<file path="config.mk">
export PLATFORM = sky130hd
export DESIGN_NAME = mps_sequencer
export DESIGN_NICKNAME = d
export VERILOG_FILES = /design/src/core/mps_pkg.sv /design/src/core/mps_sequencer.sv
export VERILOG_INCLUDE_DIRS = /design/src /design/src/core
export SDC_FILE = /design/constraint.sdc
export NUM_CORES = 1
export LEC_CHECK = 0
export BUFFER_PORTS_ARGS = -buffer_cell sky130_fd_sc_hd__buf_2
export CORE_UTILIZATION = 40
export CTS_CLUSTER_DIAMETER = 100
export DETAILED_ROUTE_END_ITERATION = 8
export PLACE_DENSITY = 0.61
export SLEW_MARGIN = 20
export SYNTH_ARGS = -nofsm -noshare
export SYNTH_HDL_FRONTEND = slang
export SYNTH_SLANG_ARGS = --single-unit
</file>
<file path="constraint.sdc">
create_clock -name clk_i -period 3.6 [get_ports clk_i]
set_input_delay 1.08 -clock clk_i [delete_from_list [all_inputs] [get_ports clk_i]]
set_output_delay 1.08 -clock clk_i [all_outputs]
set_load 0.01 [all_outputs]
</file>
<file path="src/core/mps_defs.svh">
// Timing constants for the module power mode sequencer.
// Assumes a 25 MHz system clock; included by the core only.
`ifndef MPS_DEFS_SVH
`define MPS_DEFS_SVH
`define MPS_CLK_HZ 25000000
`define MPS_PWR_ON_MS 500
`define MPS_RESET_MS 50
`define MPS_WAKE_MS 30
// Scale per millisecond first; ms times Hz would overflow 32 bits
`define MPS_CYC_PER_MS (`MPS_CLK_HZ / 1000)
`define MPS_PWR_ON_CYC (`MPS_PWR_ON_MS * `MPS_CYC_PER_MS)
`define MPS_RESET_CYC (`MPS_RESET_MS * `MPS_CYC_PER_MS)
`define MPS_WAKE_CYC (`MPS_WAKE_MS * `MPS_CYC_PER_MS)
`define MPS_CNT_W 24
`define MPS_TMR_W 32
`endif

</file>
<file path="src/core/mps_pkg.sv">
// Types for the module power mode sequencer.
// Assumes nothing beyond the defs header.
package mps_pkg;
  typedef enum logic [2:0] {
    MPS_OFF = 3'h0,
    MPS_IDLE = 3'h1,
    MPS_ACTIVE = 3'h2,
    MPS_SLEEP = 3'h3
  } mps_state_t;
endpackage : mps_pkg

</file>
<file path="src/core/mps_sequencer.sv">
// Power mode sequencer: off, active, idle and deep sleep.
// Assumes host pins are synchronous to clk_i; network stack gives events.
// Operation
// - Active state: awake, all functions usable, data sent and received.
// - Idle state: pending, still receives paging messages.
// - Deep sleep keeps only the real-time clock, network disconnected.
// - Attach or tracking area update carries a deep sleep request.
// - Reachable timer loaded from network; expiry enters deep sleep.
// - No deep sleep request while connected or during emergency setup.
// - Deep sleep halts all networking activity.
// - Periodic update timer keeps running in deep sleep.
// - Periodic update timer expiry leaves deep sleep.
// - Wake pin or power enable low wakes from deep sleep.
// - Power enable low 500 ms from off powers the device on.
// - Reset pin low 50 ms resets the device.
// - Wake pin low 30 ms wakes from deep sleep.
`timescale 1ns/1ps
`include "mps_defs.svh"
module mps_sequencer #(
  // Hold counts in clock cycles; each must be at least 1
  parameter int unsigned PWR_ON_CYC = `MPS_PWR_ON_CYC, // Power enable hold
  parameter int unsigned RESET_CYC = `MPS_RESET_CYC, // Reset pin hold
  parameter int unsigned WAKE_CYC = `MPS_WAKE_CYC // Wake pin hold
) (
  input wire logic clk_i, // 25 MHz clock
  input wire logic sys_rst_i, // Sync reset, high
  input wire logic power_enable_n_i, // Power enable pin, low
  input wire logic reset_n_i, // Reset pin, low
  input wire logic wake_n_i, // Wake pin, low
  input wire logic connected_i, // Network connection level
  input wire logic emergency_pdn_i, // Emergency setup in progress
  input wire logic attach_i, // Attach or area update pulse
  input wire logic reach_load_i, // Load strobe for reachable value from network
  input wire logic [`MPS_TMR_W-1:0] reach_val_i, // Reachable ticks
  input wire logic [`MPS_TMR_W-1:0] periodic_val_i, // Periodic ticks
  input wire logic rtc_tick_i, // Real-time clock tick
  output mps_pkg::mps_state_t state_o, // Current mode
  output logic sleep_req_o, // Deep sleep request in message
  output logic net_en_o, // Networking allowed
  output logic rtc_en_o, // Real-time clock running
  output logic dev_reset_o // Internal reset pulse
);
  import mps_pkg::*;

  mps_state_t state;
  logic [`MPS_CNT_W-1:0] pe_cnt, rst_cnt, wk_cnt;
  logic [`MPS_TMR_W-1:0] reach_tmr, periodic_tmr;
  logic reach_run, pe_hit, rst_hit, wk_hit;

  localparam logic [`MPS_CNT_W-1:0] PE_CYC = `MPS_CNT_W'(PWR_ON_CYC);
  localparam logic [`MPS_CNT_W-1:0] RST_CYC = `MPS_CNT_W'(RESET_CYC);
  localparam logic [`MPS_CNT_W-1:0] WK_CYC = `MPS_CNT_W'(WAKE_CYC);

  // Low-time filters; counters saturate so a long hold fires once
  always_ff @(posedge clk_i) begin
    if (sys_rst_i || power_enable_n_i) begin
      pe_cnt <= '0;
    end else if (pe_cnt != PE_CYC) begin
      pe_cnt <= pe_cnt + `MPS_CNT_W'(1);
    end
  end

  always_ff @(posedge clk_i) begin
    if (sys_rst_i || reset_n_i) begin
      rst_cnt <= '0;
    end else if (rst_cnt != RST_CYC) begin
      rst_cnt <= rst_cnt + `MPS_CNT_W'(1);
    end
  end

  always_ff @(posedge clk_i) begin
    if (sys_rst_i || wake_n_i) begin
      wk_cnt <= '0;
    end else if (wk_cnt != WK_CYC) begin
      wk_cnt <= wk_cnt + `MPS_CNT_W'(1);
    end
  end

  // Hit on the single cycle the count sits one below its threshold
  assign pe_hit = !power_enable_n_i && (pe_cnt == PE_CYC - `MPS_CNT_W'(1));
  assign rst_hit = !reset_n_i && (rst_cnt == RST_CYC - `MPS_CNT_W'(1));
  assign wk_hit = !wake_n_i && (wk_cnt == WK_CYC - `MPS_CNT_W'(1));

  // Reachable timer counts real-time ticks while awake
  always_ff @(posedge clk_i) begin
    if (sys_rst_i || rst_hit || state == MPS_OFF || state == MPS_SLEEP) begin
      reach_run <= 1'b0;
      reach_tmr <= '0;
    end else if (reach_load_i) begin
      reach_run <= 1'b1;
      reach_tmr <= reach_val_i;
    end else if (connected_i) begin
      reach_run <= 1'b0; // Traffic cancels the reachable window
    end else if (reach_run && rtc_tick_i && reach_tmr != '0) begin
      reach_tmr <= reach_tmr - `MPS_TMR_W'(1);
    end
  end

  // Periodic update timer, reloaded on each entry to deep sleep
  always_ff @(posedge clk_i) begin
    if (sys_rst_i || rst_hit) begin
      periodic_tmr <= '0;
    end else if (state != MPS_SLEEP) begin
      periodic_tmr <= periodic_val_i;
    end else if (rtc_tick_i && periodic_tmr != '0) begin
      periodic_tmr <= periodic_tmr - `MPS_TMR_W'(1);
    end
  end

  // Mode sequencing; reset returns to the power-on landing state
  always_ff @(posedge clk_i) begin
    if (sys_rst_i) begin
      state <= MPS_OFF;
    end else if (rst_hit && state != MPS_OFF) begin
      state <= MPS_ACTIVE;
    end else begin
      case (state)
        MPS_OFF: begin
          if (pe_hit) begin
            state <= MPS_ACTIVE;
          end
        end
        MPS_ACTIVE: begin
          if (!connected_i) begin
            state <= MPS_IDLE;
          end
        end
        MPS_IDLE: begin
          if (connected_i) begin
            state <= MPS_ACTIVE;
          end else if (reach_run && reach_tmr == '0) begin
            state <= MPS_SLEEP;
          end
        end
        MPS_SLEEP: begin
          if (wk_hit || pe_hit) begin
            state <= MPS_ACTIVE;
          end else if (periodic_tmr == '0) begin
            state <= MPS_ACTIVE;
          end
        end
        default: state <= MPS_OFF;
      endcase
    end
  end

  // Request flag registered from the attach pulse
  always_ff @(posedge clk_i) begin
    if (sys_rst_i) begin
      sleep_req_o <= 1'b0;
    end else begin
      sleep_req_o <= attach_i && !connected_i && !emergency_pdn_i
                     && (state == MPS_ACTIVE || state == MPS_IDLE);
    end
  end

  always_ff @(posedge clk_i) begin
    if (sys_rst_i) begin
      dev_reset_o <= 1'b0;
    end else begin
      dev_reset_o <= rst_hit && state != MPS_OFF;
    end
  end

  assign state_o = state;
  assign net_en_o = (state == MPS_ACTIVE) || (state == MPS_IDLE);
  assign rtc_en_o = (state != MPS_OFF);
endmodule : mps_sequencer

</file>
# == Yosys cells after proc, flatten, opt, wreduce, memory -nomap -nowiden ==
# Index checks and enable logic that the tools add are counted.
# op_classes
add_sub_neg,5
n_mul,0
n_div,0
magnitude_cmp,0
eq_ne,19
shift,0
muxes,15
n_bitwise,0
reduce_logical,37
# op_table
operator,count
2-to-1 mux 32 bit,5
adder 24 x 1 -> 24 bit (second input constant),3
logical NOT 32 bit,2
nonzero test 32 bit,2
subtractor 32 x 1 -> 32 bit (second input constant),2
== test 24 x 20 -> 1 bit (second input constant),1
== test 24 x 21 -> 1 bit (second input constant),1
== test 24 bit (second input constant),1
inequality test 24 x 20 -> 1 bit (second input constant),1
inequality test 24 x 21 -> 1 bit (second input constant),1
inequality test 24 bit (second input constant),1
2-to-1 mux 3 bit,6
case mux 3 bit (4 select lines),1
logical AND 1 bit,11
logical OR 1 bit,8
AND reduction 4 bit,2
== test 3 x 2 -> 1 bit (second input constant),2
inequality test 3 x 2 -> 1 bit (second input constant),2
inequality test 3 bit (second input constant),2
nonzero test 2 bit,3
logical NOT 1 bit,5
inequality test 2 bit (second input constant),2
inequality test 4 x 1 -> 1 bit (second input constant),1
inequality test 4 bit (second input constant),1
other kinds (9),10
# word_totals
ff_bits,142
latchBits,0
ramBits,0
romBits,0
input_bits,74
out_inout_bits,7
wordCells,86
mem_count,0

# == Longest topological paths before layout ==
# depth
depth_word,6
depth_mapped,9
depth_no_buf,8

# == Least setup slack after synthesis ==
# OpenSTA, ideal clock, no wires.
# synth_path
path_type,input port to flip-flop
start,in reset_n_i
end,reg state[1] (netlist: state_o[1])
setup_time_ns,0.112
t_arrival_ns,2.528
required_ns,3.488
path_slack_ns,0.959
cell_stages,5
n_path_buf,0
cell_sequence,or4_1 nor4_1 nor2_1 and3_1 a2111oi_1
# synth_via
elab_chain_cells,5
elab_cells_between_ends,9
cone_classes,eq/ne: 4; mux: 1; reduce/logical: 4
# synth_rtl
item,line_no,text
from (decl),mps_sequencer.sv:28,"input wire logic reset_n_i,"
logical NOT 1 bit (*),mps_sequencer.sv:81,assign rst_hit = !reset_n_i && (rst_cnt == RST_CYC - `MPS_CNT_W'(1));
logical AND 1 bit (*),mps_sequencer.sv:81,
logical AND 1 bit (*),mps_sequencer.sv:114,end else if (rst_hit && state != MPS_OFF) begin
inequality test 4 x 1 -> 1 bit (no source line) (tied with other cells),--,
AND reduction 4 bit (no source line),--,
to (signal assigned),mps_sequencer.sv:113,state <= MPS_OFF;
to (signal assigned),mps_sequencer.sv:115,state <= MPS_ACTIVE;
to (signal assigned),mps_sequencer.sv:120,state <= MPS_ACTIVE;
to (decl),mps_sequencer.sv:45,mps_state_t state;
# Mark *: on every way between the ends. The rest lies on a longest branch, timed or not.
# A chain may end at the register's enable or synchronous reset.

# == Worst setup path in the final report ==
# layout_path
start,reg reach_tmr[24]
end,reg state[0] (netlist: state_o[0])
# layout_via
elab_chain_cells,4
# layout_rtl
item,line_no,text
from (decl),mps_sequencer.sv:47,"logic [`MPS_TMR_W-1:0] reach_tmr, periodic_tmr;"
from (signal assigned),mps_sequencer.sv:91,reach_tmr <= reach_val_i;
from (signal assigned),mps_sequencer.sv:95,reach_tmr <= reach_tmr - `MPS_TMR_W'(1);
logical NOT 32 bit,mps_sequencer.sv:131,end else if (reach_run && reach_tmr == '0) begin
logical AND 1 bit,mps_sequencer.sv:131,
inequality test 3 bit (no source line),--,
AND reduction 4 bit (no source line),--,
to (signal assigned),mps_sequencer.sv:130,state <= MPS_ACTIVE;
to (signal assigned),mps_sequencer.sv:132,state <= MPS_SLEEP;
to (signal assigned),mps_sequencer.sv:137,state <= MPS_ACTIVE;
# No other way between the ends.

==> impl_metrics.tcl <==
set metrics [dict create \
    drive_gt1_frac 0.151 \
    wl_per_cell_um 13.6 \
    setup.worst_path.start_class "flop" \
    dr.first_iter.drc_count 278 \
    cts_sinks 141 \
    cp.required_ps 3920 \
    globalplace.congestion 0.767 \
    die_w_um 136 \
    fin_crit_sh 0.773 \
    skew_ps 9.82 \
    syn_area_per_cell_um2 8.45 \
    drv_cap 0 \
    reg2reg_slack_ps 820 \
    period_needed_ps 2780 \
    critical-path-max-stage-delay_ps 600 \
    holdPathStages 2 \
    overflow 0 \
    synth_area_leaders "dfxtp_1 39%, nor2_1 7.8%, xnor2_1 7.7%" \
    worst-setup-path-type "reg -> reg" \
    hold_class "reg -> reg" \
    synth_top_area_cell "dfxtp_1" \
    vias_per_cell 5.22 \
    netlist_instances 852 \
    rows 48 \
    setup_viol 0 \
    status "finished clean" \
    ys_warn_count 0 \
    tns_ps 0 \
    critPathLaunch "reach_tmr[24]$_SDFFE_PP0P_" \
    worstHoldStart "wk_cnt[14]$_SDFFE_PP0P_" \
    cts_tree "yes" \
    final_cell_mix "149 x nor2_1, 141 x dfxtp_1, 79 x buf_2" \
    synth-edff-count 0 \
    num_vias 6076 \
    antenna_found_initial 0 \
    final-hold-violation-count 0 \
    numCtsBuffers 17 \
    dp_hpwl_mm 11.0 \
    cts-htree-levels 4 \
    diodes 0 \
    postSynthRegisterBits 141 \
    layout.nets 1012 \
    ant_nets 0 \
    io_buffers 79 \
    powerDensity_mw_per_mm2 520 \
    cp_slowest_cell "or4_1" \
    synth_sequential_area_ratio 0.392 \
    netlist_area_mm2 0.00720 \
    ys.flop_type "dfxtp_1" \
    ios 81 \
    grt_util_all_layers 0.182 \
    relSlewSlack 0.515 \
    critical_path_buf_inv_count 0 \
    power_w 0.00437 \
    dieArea_mm2 0.0185 \
    ir_worst_vdd_uv 362 \
    min_to "wk_cnt[14]$_SDFFE_PP0P_" \
    clk_path_buf_depth 2 \
    r2r_cells 6 \
    cp.depth 6 \
    cts_hold_buf 0 \
    crit_chain "or4_1 > or3_1 > nor4_1 > a21oi_1 > a21o_1 > a2111oi_2" \
    end_kind "flop" \
    r2r_end "state_o[0]$_SDFFE_PP0P_" \
    grt_max_degree 67 \
    leakagePower_nw 2.99 \
    fmax_mhz 359 \
    clock_latency_ps 430 \
    area.growth.synth_to_final_pct 16.8 \
    rsz0062_at_grt "false" \
    crit_family "simple AND/OR/NAND/NOR gates" \
    start_util 0.413 \
    die_y_um 136 \
    ys_types 62 \
    worst_ep_arrival_time_ps 3100 \
    core_mm2 0.0174 \
    ys_async_sr_fraction 0 \
    final_common_cell "nor2_1" \
    grt_pass1_wl_mm 26.9 \
    drt_wl_total_mm 15.8 \
    cts_root_buf "clkbuf_16" \
    r2r_start "reach_tmr[24]$_SDFFE_PP0P_" \
    cts.clk_slew.worst_paths_ps 60 \
    grt_pass1_vias 5784 \
    cts_resized 0 \
    post_cts_buffers 0 \
    tightest_slew_ps 722 \
    dr.pass1.iters 4 \
    path_max_fanout 9 \
    route.detailed.drc 0 \
    slew_violations 0 \
    syn_nets 939 \
    synth.top_cell.area_share 0.392 \
]
sequential cells by signal, indices dropped and copies added, names as in the netlist:
register      count
wk_cnt           24
reach_run         1
pe_cnt           24
reach_tmr        32
state_o           2
rst_cnt          24
periodic_tmr     32
dev_reset_o       1
sleep_req_o       1
final cells by class:
type	instances	area (um^2)
multi-input cells	653	4150
inverters	24	90.1
clock buffers	18	429
repair buffers	88	463
well taps	225	282
flip-flops and latches	141	2820
fillers	1734	9010
clock inverters	14	170
kinds of logic after synthesis:
kind of cell | count (synthesis) | synth area share
compound gates | 106 | 0.109
xor+xnor | 116 | 0.141
fa+ha+maj | 13 | 0.0226
buf+inv | 58 | 0.0321
flops | 141 | 0.392
mux | 6 | 0.00834
other cells | 1 | 0.000521
simple gates | 411 | 0.294
tightest hold or removal path, stage by stage (launching register included):
cell,delay [ps]
dfxtp_1,310
o21ai_0,70
a21oi_1,60
Yosys cell counts (5+ instances only):
library cell  instances
o21ai_0               9
nor4_1               31
nand4_1              15
and4_1                9
and2_1                8
nor3_1               36
xor2_1               53
mux2i_1               6
a21oi_1              15
inv_1                23
ha_1                 13
nand2_1              45
or4_1                 7
and3_1               12
a211oi_1             54
clkbuf_1             28
nand3_1              36
xnor2_1              63
dfxtp_1             141
nor4b_1               7
nand2b_1              5
or3_1                19
nor2_1              149
worst max-delay path by stage:
stage                               to  slack (ps)
2_1_floorplan  state_o[1]$_SDFFE_PP0P_         960
3_3_place_gp   state_o[0]$_SDFFE_PP0P_         850
3_5_place_dp   state_o[1]$_SDFFE_PP0P_         760
4_1_cts        state_o[1]$_SDFFE_PP0P_         760
5_1_grt        state_o[1]$_SDFFE_PP0P_         530
6_report       state_o[0]$_SDFFE_PP0P_         820
where the power goes:
part / internal [W] / total [W] / switching, W
clock network: 0.00109 / 0.00178 / 0.000692
logic: 0.000335 / 0.000843 / 0.000508
registers: 0.00166 / 0.00175 / 0.0000939
total: 0.00308 / 0.00437 / 0.00129
routing by layer:
| metal | up-vias | track usage | share of wire |
|---|---|---|---|
| met5 | - | 0 | 0 |
| met3 | 7 | 0.0492 | 0.035 |
| met2 | 70 | 0.295 | 0.46 |
| met4 | 0 | 0.0605 | 0.0078 |
| li1 | 3192 | - | - |
| met1 | 2807 | 0.234 | 0.49 |
stage by stage:
step / setup slack, ps / cells / hold slack [ps] / instance area (um^2) / utilization
global route: 532 / 1163 / 520 / 8410 / 0.483
finish: 817 / 1163 / 498 / 8410 / 0.483
detailed placement: 758 / 1131 / 482 / 7810 / 0.448
CTS: 761 / 1163 / 494 / 8410 / 0.483
global placement: 846 / 1131 / 475 / 7810 / 0.448
floorplan: 959 / 852 / 455 / 7200 / -
(Power assumes the default switching activity.)
